`config.mk`:
```
export PLATFORM = sky130hd
export DESIGN_NAME = tcb_timing_clock_block
export DESIGN_NICKNAME = d
export VERILOG_FILES = /design/src/design/tcb_div.v /design/src/design/tcb_timing_clock_block.v
export VERILOG_INCLUDE_DIRS = /design/src /design/src/design
export SDC_FILE = /design/constraint.sdc
export NUM_CORES = 1
export LEC_CHECK = 0
export CORE_MARGIN = 5
export CORE_UTILIZATION = 65
export DETAILED_ROUTE_END_ITERATION = 8
export DONT_BUFFER_PORTS = 1
export PLACE_DENSITY = 0.81
export SLEW_MARGIN = 20
export SYNTH_ARGS = -nofsm -noshare
export SYNTH_HDL_FRONTEND = slang
export SYNTH_SLANG_ARGS = --single-unit
```
`constraint.sdc`:
```
create_clock -name clock -period 4.8 [get_ports clock]
set_input_delay 0.96 -clock clock [delete_from_list [all_inputs] [get_ports clock]]
set_output_delay 0.96 -clock clock [all_outputs]
set_load 0.01 [all_outputs]
```
`src/design/tcb_defs.vh`:
```
// Constants for the timing and clock generation block
`ifndef TCB_DEFS_VH
`define TCB_DEFS_VH

// ==================================================
// Register addresses and reset values
`define TCB_ADDR_POWER_CLOCK_CONFIG 8'h99
`define TCB_ADDR_CLOCK_CONTROL 8'h9A
`define TCB_ADDR_ANALOG_SYSTEM_MODE 8'hC5
`define TCB_RST_POWER_CLOCK_CONFIG 8'h00
`define TCB_RST_CLOCK_CONTROL 8'h00
`define TCB_RST_ANALOG_SYSTEM_MODE 8'h00
`define TCB_READ_UNMAPPED 8'h00

// ==================================================
// Field positions
`define TCB_ASM_INDIV_HI 7
`define TCB_ASM_INDIV_LO 6
`define TCB_ASM_PLL_ON 5
`define TCB_ASM_MIC_ON 4
`define TCB_PCC_SYS_OFF 7
`define TCB_PCC_DSP_ON 4
`define TCB_CKC_EMG_MODE 7
`define TCB_CKC_RTC_MODE 6
`define TCB_CKC_DSP_HI 5
`define TCB_CKC_DSP_LO 4
`define TCB_CKC_MCU_HI 3
`define TCB_CKC_MCU_LO 2
`define TCB_CKC_EVT_HI 1
`define TCB_CKC_EVT_LO 0

// ==================================================
// Timing: PLL start-up, dividers off the 24x reference tick
`define TCB_PLL_LOCK_US 40
`define TCB_PLL_LOCK_PERIODS 173
`define TCB_DIV_12X 7'd2
`define TCB_DIV_8X 7'd3
`define TCB_DIV_6X 7'd4
`define TCB_DIV_4X 7'd6
`define TCB_DIV_2X 7'd12
`define TCB_DIV_THIRD 7'd72
`define TCB_DIV_CODEC_PHASE 7'd6
`define TCB_DIV_BIT_HALF 7'd9
`define TCB_FRAME_HALF_BITS 9'd384
`define TCB_FREQ_CORR_MOD 5'd25

`endif

```
`src/design/tcb_div.v`:
```
// Programmable tick divider producing one-cycle enable pulses
`timescale 1ns/1ps
module tcb_div #(
  parameter W = 7
) (
  input wire clock,
  input wire rst_n,
  input wire en,
  input wire sync_clr,
  input wire [W-1:0] div,
  output reg tick_q
);
  reg [W-1:0] cnt_q;
  wire last;

  assign last = (cnt_q >= div - {{(W-1){1'b0}}, 1'b1});

  always @(posedge clock or negedge rst_n) begin
    if (!rst_n) begin
      cnt_q <= {W{1'b0}};
      tick_q <= 1'b0;
    end else if (sync_clr) begin
      cnt_q <= {W{1'b0}};
      tick_q <= 1'b0;
    end else begin
      tick_q <= en & last;
      if (en) begin
        cnt_q <= last ? {W{1'b0}} : cnt_q + {{(W-1){1'b0}}, 1'b1};
      end
    end
  end
endmodule // tcb_div

```
`src/design/tcb_timing_clock_block.v`:
```
// Clock generation, selection and serial-port timing of the timing clock block
`timescale 1ns/1ps
`include "tcb_defs.vh"
module tcb_timing_clock_block #(
  parameter LOCK_PERIODS = `TCB_PLL_LOCK_PERIODS
) (
  input wire clock,
  input wire rst_n,
  input wire xtal_tick,
  input wire pll_tick,
  input wire [7:0] sfr_addr,
  input wire sfr_wr,
  input wire sfr_rd,
  input wire [7:0] sfr_wdata,
  output reg [7:0] sfr_rdata_q,
  input wire gpc_enable,
  input wire gpc_source_sel,
  input wire port_slave_mode,
  input wire ext_bit_clock,
  input wire ext_frame_sync,
  output reg emergency_clock_q,
  output reg mcu_clock_q,
  output reg dsp_clock_q,
  output reg codec_clock_q,
  output reg codec_input_clock_q,
  output reg port_bit_clock_out_q,
  output reg port_frame_sync_out_q,
  output reg codec_frame_strobe_q,
  output reg frame_event_interrupt_q,
  output reg general_purpose_clock_q,
  output reg general_purpose_clock_oe_q,
  output reg pll_on_q,
  output reg pll_ready_q,
  output reg mic_supply_on_q,
  output reg [3:0] codec_analog_en_q,
  output reg [3:0] codec_digital_en_q,
  output reg system_off_q
);
  // ==================================================
  // Registers
  reg [7:0] power_clock_config_q;
  reg [7:0] clock_control_q;
  reg [7:0] analog_system_mode_q;

  always @(posedge clock or negedge rst_n) begin
    if (!rst_n) begin
      power_clock_config_q <= `TCB_RST_POWER_CLOCK_CONFIG;
      clock_control_q <= `TCB_RST_CLOCK_CONTROL;
      analog_system_mode_q <= `TCB_RST_ANALOG_SYSTEM_MODE;
      sfr_rdata_q <= 8'h00;
    end else begin
      if (sfr_wr) begin
        case (sfr_addr)
          `TCB_ADDR_POWER_CLOCK_CONFIG: power_clock_config_q <= sfr_wdata;
          `TCB_ADDR_CLOCK_CONTROL: clock_control_q <= sfr_wdata;
          `TCB_ADDR_ANALOG_SYSTEM_MODE: analog_system_mode_q <= sfr_wdata;
          default: ;
        endcase
      end
      if (sfr_rd) begin
        case (sfr_addr)
          `TCB_ADDR_POWER_CLOCK_CONFIG: sfr_rdata_q <= power_clock_config_q;
          `TCB_ADDR_CLOCK_CONTROL: sfr_rdata_q <= clock_control_q;
          `TCB_ADDR_ANALOG_SYSTEM_MODE: sfr_rdata_q <= analog_system_mode_q;
          default: sfr_rdata_q <= `TCB_READ_UNMAPPED;
        endcase
      end
    end
  end

  wire emg_mode = clock_control_q[`TCB_CKC_EMG_MODE];
  wire rtc_mode = clock_control_q[`TCB_CKC_RTC_MODE];
  wire [1:0] dsp_sel = clock_control_q[`TCB_CKC_DSP_HI:`TCB_CKC_DSP_LO];
  wire [1:0] mcu_sel = clock_control_q[`TCB_CKC_MCU_HI:`TCB_CKC_MCU_LO];
  wire [1:0] evt_sel = clock_control_q[`TCB_CKC_EVT_HI:`TCB_CKC_EVT_LO];
  wire [1:0] indiv = analog_system_mode_q[`TCB_ASM_INDIV_HI:`TCB_ASM_INDIV_LO];
  wire pll_on = analog_system_mode_q[`TCB_ASM_PLL_ON];
  wire sys_off = power_clock_config_q[`TCB_PCC_SYS_OFF];
  wire dsp_on = power_clock_config_q[`TCB_PCC_DSP_ON];

  // ==================================================
  // Input divider
  reg [6:0] indiv_ratio;
  always @* begin
    case (indiv)
      2'b01: indiv_ratio = 7'd2;
      2'b10: indiv_ratio = 7'd4;
      default: indiv_ratio = 7'd1;
    endcase
  end

  wire emg_tick;
  tcb_div #(.W(7)) u_indiv (.clock(clock), .rst_n(rst_n), .en(xtal_tick), .sync_clr(1'b0),
    .div(indiv_ratio), .tick_q(emg_tick));

  // ==================================================
  // PLL start-up delay counted in emergency periods
  reg [8:0] lock_cnt_q;
  wire pll_ok = pll_on & pll_ready_q;
  always @(posedge clock or negedge rst_n) begin
    if (!rst_n) begin
      lock_cnt_q <= 9'd0;
      pll_ready_q <= 1'b0;
    end else if (!pll_on) begin
      lock_cnt_q <= 9'd0;
      pll_ready_q <= 1'b0;
    end else if (emg_tick && !pll_ready_q) begin
      lock_cnt_q <= lock_cnt_q + 9'd1;
      if (lock_cnt_q == LOCK_PERIODS[8:0] - 9'd1) begin
        pll_ready_q <= 1'b1;
      end
    end
  end

  // ==================================================
  // PLL-derived ticks from the 24x reference
  wire pll_en = pll_tick & pll_on;
  wire clk42, clk28, clk21, clk14, clk7, clk1;
  tcb_div #(.W(7)) u_d12 (.clock(clock), .rst_n(rst_n), .en(pll_en), .sync_clr(1'b0),
    .div(`TCB_DIV_12X), .tick_q(clk42));
  tcb_div #(.W(7)) u_d8 (.clock(clock), .rst_n(rst_n), .en(pll_en), .sync_clr(1'b0),
    .div(`TCB_DIV_8X), .tick_q(clk28));
  tcb_div #(.W(7)) u_d6 (.clock(clock), .rst_n(rst_n), .en(pll_en), .sync_clr(1'b0),
    .div(`TCB_DIV_6X), .tick_q(clk21));
  tcb_div #(.W(7)) u_d4 (.clock(clock), .rst_n(rst_n), .en(pll_en), .sync_clr(1'b0),
    .div(`TCB_DIV_4X), .tick_q(clk14));
  tcb_div #(.W(7)) u_d2 (.clock(clock), .rst_n(rst_n), .en(pll_en), .sync_clr(1'b0),
    .div(`TCB_DIV_2X), .tick_q(clk7));
  tcb_div #(.W(7)) u_d1 (.clock(clock), .rst_n(rst_n), .en(pll_en), .sync_clr(1'b0),
    .div(`TCB_DIV_THIRD), .tick_q(clk1));

  // ==================================================
  // Slave-mode frame sync edge
  reg ext_fs_q;
  reg ext_dck_q;
  always @(posedge clock or negedge rst_n) begin
    if (!rst_n) begin
      ext_fs_q <= 1'b0;
      ext_dck_q <= 1'b0;
    end else begin
      ext_fs_q <= ext_frame_sync;
      ext_dck_q <= ext_bit_clock;
    end
  end
  wire slave_sync = port_slave_mode & ext_frame_sync & ~ext_fs_q;

  // ==================================================
  // Codec clocks
  wire codec_phase;
  tcb_div #(.W(7)) u_cph (.clock(clock), .rst_n(rst_n), .en(clk21), .sync_clr(slave_sync),
    .div(`TCB_DIV_CODEC_PHASE), .tick_q(codec_phase));

  reg [4:0] corr_cnt_q;
  always @(posedge clock or negedge rst_n) begin
    if (!rst_n) begin
      corr_cnt_q <= 5'd0;
    end else if (slave_sync) begin
      corr_cnt_q <= 5'd0;
    end else if (emg_tick) begin
      corr_cnt_q <= (corr_cnt_q == `TCB_FREQ_CORR_MOD - 5'd1) ? 5'd0 : corr_cnt_q + 5'd1;
    end
  end
  wire codec_corr = emg_tick & (corr_cnt_q != `TCB_FREQ_CORR_MOD - 5'd1);

  // ==================================================
  // Glitch-free selection: mcu, dsp and codec choices are only taken between pulses; the gpc source is registered every cycle
  // Tick vector: 0 emg, 1 clk1, 2 clk7, 3 clk14, 4 clk21, 5 clk28, 6 clk42, 7 none
  wire [7:0] ticks = {1'b0, clk42, clk28, clk21, clk14, clk7, clk1, emg_tick};

  function [2:0] tcb_mcu_code;
    input e;
    input p;
    input [1:0] s;
    begin
      if (!e || !p) begin
        tcb_mcu_code = 3'd0;
      end else begin
        tcb_mcu_code = {1'b0, s} + 3'd1;
      end
    end
  endfunction

  reg [2:0] mcu_code_d;
  reg [2:0] dsp_code_d;
  reg [1:0] cdc_code_d;
  always @* begin
    mcu_code_d = tcb_mcu_code(emg_mode, pll_ok, mcu_sel);
    if (sys_off || !dsp_on) begin
      dsp_code_d = 3'd7;
    end else if (!emg_mode) begin
      dsp_code_d = 3'd0;
    end else if (!pll_ok) begin
      dsp_code_d = 3'd7;
    end else begin
      case (dsp_sel)
        2'b00: dsp_code_d = 3'd1;
        2'b01: dsp_code_d = 3'd2;
        2'b10: dsp_code_d = 3'd6;
        default: dsp_code_d = 3'd5;
      endcase
    end
    if (!emg_mode || !pll_ok) begin
      cdc_code_d = 2'd0;
    end else if (rtc_mode) begin
      cdc_code_d = 2'd1;
    end else begin
      cdc_code_d = 2'd2;
    end
  end

  wire [3:0] cdc_ticks = {1'b0, codec_phase, codec_corr, emg_tick};
  reg [2:0] mcu_code_q;
  reg [2:0] dsp_code_q;
  reg [1:0] cdc_code_q;
  reg gpc_src_q;
  always @(posedge clock or negedge rst_n) begin
    if (!rst_n) begin
      mcu_code_q <= 3'd0;
      dsp_code_q <= 3'd7;
      cdc_code_q <= 2'd0;
      gpc_src_q <= 1'b0;
    end else begin
      if (ticks == 8'h00) begin
        mcu_code_q <= mcu_code_d;
        dsp_code_q <= dsp_code_d;
      end
      if (cdc_ticks == 4'h0) begin
        cdc_code_q <= cdc_code_d;
      end
      gpc_src_q <= gpc_source_sel;
    end
  end

  // ==================================================
  // Serial-port master timing from the 8x clock
  wire bit_half;
  reg [8:0] half_cnt_q;
  reg bit_lvl_q;
  tcb_div #(.W(7)) u_bit (.clock(clock), .rst_n(rst_n), .en(clk28), .sync_clr(1'b0),
    .div(`TCB_DIV_BIT_HALF), .tick_q(bit_half));
  always @(posedge clock or negedge rst_n) begin
    if (!rst_n) begin
      half_cnt_q <= 9'd0;
      bit_lvl_q <= 1'b0;
    end else if (bit_half) begin
      bit_lvl_q <= ~bit_lvl_q;
      half_cnt_q <= (half_cnt_q == `TCB_FRAME_HALF_BITS - 9'd1) ? 9'd0 : half_cnt_q + 9'd1;
    end
  end
  wire master_frame = bit_half & (half_cnt_q == `TCB_FRAME_HALF_BITS - 9'd1);
  wire fs1 = port_slave_mode ? slave_sync : master_frame;

  // ==================================================
  // Frame-event interrupt divider
  reg [3:0] evt_cnt_q;
  reg evt_hit;
  always @* begin
    case (evt_sel)
      2'b00: evt_hit = (evt_cnt_q[3:0] == 4'hF);
      2'b01: evt_hit = (evt_cnt_q[2:0] == 3'h7);
      2'b10: evt_hit = (evt_cnt_q[1:0] == 2'h3);
      default: evt_hit = 1'b1;
    endcase
  end
  always @(posedge clock or negedge rst_n) begin
    if (!rst_n) begin
      evt_cnt_q <= 4'h0;
    end else if (fs1) begin
      evt_cnt_q <= evt_cnt_q + 4'h1;
    end
  end

  // ==================================================
  // Output stage
  wire gpc_tick = gpc_src_q ? ticks[mcu_code_q] : emg_tick;
  always @(posedge clock or negedge rst_n) begin
    if (!rst_n) begin
      emergency_clock_q <= 1'b0;
      mcu_clock_q <= 1'b0;
      dsp_clock_q <= 1'b0;
      codec_clock_q <= 1'b0;
      codec_input_clock_q <= 1'b0;
      port_bit_clock_out_q <= 1'b0;
      port_frame_sync_out_q <= 1'b0;
      codec_frame_strobe_q <= 1'b0;
      frame_event_interrupt_q <= 1'b0;
      general_purpose_clock_q <= 1'b0;
      general_purpose_clock_oe_q <= 1'b0;
      pll_on_q <= 1'b0;
      mic_supply_on_q <= 1'b0;
      codec_analog_en_q <= 4'h0;
      codec_digital_en_q <= 4'h0;
      system_off_q <= 1'b0;
    end else begin
      emergency_clock_q <= emg_tick & ~sys_off;
      mcu_clock_q <= ticks[mcu_code_q] & ~sys_off;
      dsp_clock_q <= ticks[dsp_code_q];
      codec_clock_q <= cdc_ticks[cdc_code_q] & ~sys_off;
      codec_input_clock_q <= clk14 & pll_ok & ~sys_off;
      port_bit_clock_out_q <= port_slave_mode ? ext_dck_q : bit_lvl_q;
      port_frame_sync_out_q <= port_slave_mode ? ext_fs_q : (half_cnt_q < 9'd2);
      codec_frame_strobe_q <= fs1 & ~sys_off;
      frame_event_interrupt_q <= fs1 & evt_hit & ~sys_off;
      if (gpc_tick) begin
        general_purpose_clock_q <= gpc_enable & ~general_purpose_clock_q;
      end else if (!gpc_enable) begin
        general_purpose_clock_q <= 1'b0;
      end
      general_purpose_clock_oe_q <= gpc_enable;
      pll_on_q <= pll_on;
      mic_supply_on_q <= analog_system_mode_q[`TCB_ASM_MIC_ON];
      codec_analog_en_q <= analog_system_mode_q[3:0];
      codec_digital_en_q <= power_clock_config_q[3:0] & {4{~sys_off}};
      system_off_q <= sys_off;
    end
  end
endmodule // tcb_timing_clock_block

```
Word-level counts from Yosys, hierarchy flattened

Index checks and enable logic that the tools add are counted.

Output and inout port bits: 31
Register bits after elaboration: 166
Bits of input ports: 27
Word-level logic and storage cells: 186

Reduce and logical (&&, ||, !) cells: 17
Bitwise gates (word level): 29
Eq/ne operators: 19
$lt $le $gt $ge: 13
$add $sub $neg: 15
Mux-type cells: 43

Operators by type and width:

| cell                  | number |
|---|---|
| $mux W7               | 11 |
| $add A7 B1 Y7 const B | 9 |
| $mux W9               | 3 |
| $and A1 B1 Y1         | 24 |
| $eq A8 B8 Y1 const B  | 3 |
| $pmux W8 S3           | 1 |
| $add A9 B1 Y9 const B | 2 |
| $mux W5               | 3 |
| $ge A7 B2 Y1 const B  | 2 |
| $ge A7 B3 Y1 const B  | 2 |
| $ge A7 B4 Y1 const B  | 2 |
| $mux W1               | 13 |
| $mux W3               | 4 |
| $eq A9 B8 Y1 const B  | 1 |
| $eq A9 B9 Y1 const B  | 1 |
| $lt A9 B2 Y1 const B  | 1 |
| $pmux W3 S3           | 1 |
| $eq A2 B2 Y1 const B  | 4 |
| $logic_not A8 Y1      | 1 |
| $lt A3 B4 Y1 const B  | 2 |
| $reduce_and A2 Y1     | 4 |
| $ge A7 B1 Y1 const B  | 1 |
| $ge A7 B7 Y1          | 1 |
| $ge A7 B7 Y1 const B  | 1 |
| other kinds (24)      | 39 |

Longest topological paths before layout

Depth after elaboration: 5
Mapped depth: 8
Gate-level depth less buffers: 8

By module

Synthesis repeated with hierarchy kept, for this count alone.

Cells, all modules: 1058
Area, all modules: 10661.5 sq um

Modules (own cells, without submodules):

| module                 | seq. area each (sq um) | times used | cells each | area an instance (sq um) |
|---|---|---|---|---|
| tcb_div                | 200.2                  | 9          | 76         | 700.7 |
| tcb_timing_clock_block | 2356.0                 | 1          | 374        | 4355.4 |

Least setup slack after synthesis

No wires, ideal clock.

Path type: input to register
Start: input sfr_addr[5]
End: register clock_control_q[0]
Data required time: 4.675 ns
Arrival time: 1.955 ns
Path slack: 2.720 ns
Library setup time: 0.125 ns
Stages on the path: 4
Buffers on the path: 0
Cell sequence: nand2b_1 nor4_4 nand2_2 mux2_2

Cells in the longest elaborated chain, start to end: 2

Ends and longest elaborated chain:

| item                        | RTL line                    | source |
|---|---|---|
| start: declaration          | tcb_timing_clock_block.v:11 | `input wire [7:0] sfr_addr,` |
| $eq A8 B8 Y1                | tcb_timing_clock_block.v:53 | `case (sfr_addr)` |
| $reduce_and A2 Y1 (no line) | n/a                         |  |
| end signal: assignment      | tcb_timing_clock_block.v:48 | `` clock_control_q <= `TCB_RST_CLOCK_CONTROL; `` |
| end signal: assignment      | tcb_timing_clock_block.v:55 | `` `TCB_ADDR_CLOCK_CONTROL: clock_control_q <= sfr_wdata; `` |
| end: declaration            | tcb_timing_clock_block.v:42 | `reg [7:0] clock_control_q;` |

Every way passes these cells.
A chain may end at the register's enable or synchronous reset.

Final worst setup path

Start: input sfr_addr[5]
End: register clock_control_q[1]

Same word-level chain as after synthesis.

==> results.yml <==
layout:
  layout.filler_cells: 751
  num-nets-final: 770
  n_antenna_cell: 0
  area.growth.synth_to_final_pct: 10.1
  drive_above_1_share_pct: 10.8
cts:
  cts_inserted_buffers: 17
  ctsHoldBuffers: 0
  clock_path_buffers: 2
  cts_setup_buffers: 0
  tritoncts_num_sinks: 166
  clk_latency_ps: 430
  worst_setup_hold_path_clk_slew_ps: 60
  cts_tree: "done"
  ctsResizeCount: 0
  clock_root_buffer_master: "sky130_fd_sc_hd__clkbuf_16"
  deepest_level_of_the_cts_h_tree: 4
yosys:
  synth-main-ff-cell: "sky130_fd_sc_hd__dfrtp_1"
  postSynth.asyncResetShare_pct: 100
  synthesis.instances: 715
  netlist_top_cells_count: "163 x sky130_fd_sc_hd__dfrtp_1, 64 x sky130_fd_sc_hd__nor2_1, 53 x sky130_fd_sc_hd__nand2_1"
  synth_most_common_cell: "sky130_fd_sc_hd__dfrtp_1"
  ys.warnings.count: 0
  postSynthAreaPerCell_um2: 10.8
  synth.lib_cells_used.distinct: 64
  synth_area_leader_cell: "sky130_fd_sc_hd__dfrtp_1"
  synth-edff-count: 0
  number_of_nets_produced_by_synthesis: 773
  netlist_top_cells_area: "sky130_fd_sc_hd__dfrtp_1 53%, sky130_fd_sc_hd__ha_1 5.0%, sky130_fd_sc_hd__mux2_2 4.2%, sky130_fd_sc_hd__nor2_1 3.1%, sky130_fd_sc_hd__nand2_1 2.6%"
  register_bit_count_reported_by_yosys: 166
  synth_seq_area_share_pct: 53.6
  synth_area_um2: 7750
  synthDominantCellAreaShare_pct: 52.6
setup_path:
  setup.worst_path.class: "in2reg"
  critical_path_start_type: "input pin"
  worstPathArrival_ps: 2570
  timing.critical_path.required_ps: 5110
  crit_fanout: 21
  end_kind: "flop"
place:
  dp.final_hpwl_mm: 10.2
  routability_driven_placement_congestion_ratio: 0.875
  port_buffers: 0
  post-place-ws_ps: 2150
detailed_routing:
  dr_total_vias: 5339
  count_of_routing_violations_after_the_opening_detailed_route_iteration: 534
  drt_drc_violations_left: 0
  routed_wire_length_per_instance_um: 18.0
  detail_route.vias_per_cell: 6.15
  wl_mm: 15.6
  postRouteAntennaNets: 0
  first_pass_iteration_count_of_the_detailed_router: 5
grt:
  number_of_antenna_violations_at_the_first_check_in_global_routing: 0
  grt_start_max_net_pins: 167
  vias_in_the_first_global_route: 5269
  grt_first_pass_wirelength_mm: 26.3
  grt_usage_pct: 23.2
  grt.overflow.total: 0
floorplanning:
  rows: 39
  floorplan.initialDensity_pct: 67.0
  die_h_um: 119
  die_area_um2: 14200
  width_of_the_die_um: 119
  i_o_pin_cnt: 58
  core_area_um2: 11600
timing:
  max_clock_freq_ghz: 0.441
  fin_tns_setup_ps: 0
  grt_setup_unrepaired: "no"
  max_slew_violation_count: 0
  final.period_utilization_pct: 47.2
  timing_worst_slew_pin_value_ps: 842
  timing.final.setup_violations: 0
  worst_slew_margin_rel_pct: 43.9
  final-hold-violation-count: 0
  worst_clock_skew_ps: 6.60
  fin_crit_ps: 2270
  final_critical_path_setup_slack_ps: 2530
run_status:
  run_status: "finished clean"
power:
  powerDensity_nw_per_um2: 406
  irDropWorstVdd_v: 0.000308
  p_leak_uw: 0.00396
worst_hold_path:
  timing.hold.worst.class: "in2async"
job:
  cap_violations: 0
-- where the power goes --
group	internal, uW	total, uW	switching, uW
Clock	1040	1580	542
Sequential	1500	1620	121
Combinational	127	269	142
Total	2660	3470	805
-- worst max-delay path, stage by stage --
cell and delay (ps):
sky130_fd_sc_hd__nand2b_1 460, sky130_fd_sc_hd__nor4_4 580, sky130_fd_sc_hd__nand2_2 230, sky130_fd_sc_hd__mux2_2 330
-- registers in the layout, indices dropped and copies added (netlist names), 5 cells and up --
name / cells
half_cnt_q: 9
lock_cnt_q: 9
analog_system_mode_q: 8
clock_control_q: 8
power_clock_config_q: 8
sfr_rdata_q: 8
u_bit.cnt_q: 7
u_cph.cnt_q: 7
u_d1.cnt_q: 7
u_d12.cnt_q: 7
u_d2.cnt_q: 7
u_d4.cnt_q: 7
u_d6.cnt_q: 7
u_d8.cnt_q: 7
u_indiv.cnt_q: 7
corr_cnt_q: 5
-- cell usage in the layout (no fill, tap or decap), types with 3 or more instances in the layout --
cell / count
sky130_fd_sc_hd__xnor2_1: 9
sky130_fd_sc_hd__bufinv_16: 6
sky130_fd_sc_hd__a31oi_1: 8
sky130_fd_sc_hd__a21boi_0: 8
sky130_fd_sc_hd__o21ai_1: 3
sky130_fd_sc_hd__nor3b_1: 5
sky130_fd_sc_hd__nand3b_1: 4
sky130_fd_sc_hd__dfrtp_1: 163
sky130_fd_sc_hd__o221ai_1: 3
sky130_fd_sc_hd__or4_1: 3
sky130_fd_sc_hd__clkbuf_16: 17
sky130_fd_sc_hd__o21ai_0: 36
sky130_fd_sc_hd__nor2_1: 64
sky130_fd_sc_hd__mux2i_1: 8
sky130_fd_sc_hd__a41oi_1: 9
sky130_fd_sc_hd__xor2_1: 19
sky130_fd_sc_hd__a21oi_1: 21
sky130_fd_sc_hd__and3_1: 9
sky130_fd_sc_hd__o2111ai_1: 3
sky130_fd_sc_hd__ha_1: 31
sky130_fd_sc_hd__nand2b_1: 13
sky130_fd_sc_hd__nand4_1: 14
sky130_fd_sc_hd__or3_1: 4
sky130_fd_sc_hd__o31ai_1: 6
sky130_fd_sc_hd__nor4_1: 11
sky130_fd_sc_hd__mux2_2: 29
sky130_fd_sc_hd__o22ai_1: 3
sky130_fd_sc_hd__nor2b_1: 11
sky130_fd_sc_hd__nand3_1: 16
sky130_fd_sc_hd__and2_1: 13
sky130_fd_sc_hd__dfstp_2: 3
sky130_fd_sc_hd__a22oi_1: 10
sky130_fd_sc_hd__inv_1: 41
sky130_fd_sc_hd__nor3_1: 24
sky130_fd_sc_hd__and4_1: 4
sky130_fd_sc_hd__nand2_1: 53
sky130_fd_sc_hd__clkbuf_8: 4
-- path summary, 6_finish.rpt --
path | from | to | slack (ps) | cells past startpoint
max | sfr_addr[5] | clock_control_q[1]$_DFFE_PN0P_ | 2530 | 4
min | rst_n | lock_cnt_q[6]$_DFFE_PN0P_ | 230 | 0
max reg2reg | analog_system_mode_q[6]$_DFFE_PN0P_ | u_indiv.tick_q$_DFF_PN0_ | 2630 | 8
min reg2reg | analog_system_mode_q[3]$_DFFE_PN0P_ | codec_analog_en_q[3]$_DFF_PN0_ | 410 | 0
max in group asynchronous | rst_n | power_clock_config_q[2]$_DFFE_PN0P_ | 4260 | 0
min in group clock | analog_system_mode_q[3]$_DFFE_PN0P_ | codec_analog_en_q[3]$_DFF_PN0_ | 410 | 0
-- metal layers --
layer  GRT usage, %  share of wire, %  up-vias
met5              0                 0        -
met4           7.46               1.7        0
met3           7.44               5.7       24
met2           37.3                49      146
met1           30.3                43     2642
li1               -                 -     2527
-- area by class of cell --
class                      count  area [um2]  share of cell area (%)
sequential                   166        4160                    48.7
multi-input combinational    485        3340                    39.1
clock buffer                  22         484                    5.68
clock inverter                10         214                    2.51
tap                          143         179                    2.10
inverter                      41         154                    1.80
timing repair buffer           1        7.51                  0.0880
-- kinds of logic (layout without fill, tap and decap cells) --
family          count (synthesis)  after routing  synth area share (%)
fa+ha+maj                      31             31                  5.00
flops                         166            166                  53.6
mux                            38             38                  5.54
simple gates                  261            261                  17.9
compound gates                127            127                  11.4
buf+inv                        64             74                  3.31
xor+xnor                       28             28                  3.16
-- per-stage QoR --
step | std cells | utilization, % | power, uW | hold WS (ps) | cell area [um2]
finish | 868 | 73.8 | 3470 | 230 | 8530
global route | 868 | 73.8 | 3610 | 204 | 8530
CTS | 868 | 73.8 | 3490 | 216 | 8530
detailed placement | 836 | 67.7 | 1910 | 403 | 7830
global placement | 836 | 67.7 | 1870 | 379 | 7830
floorplan | 715 | - | 1830 | 349 | 7750
Power figures use the tool's default switching activity.
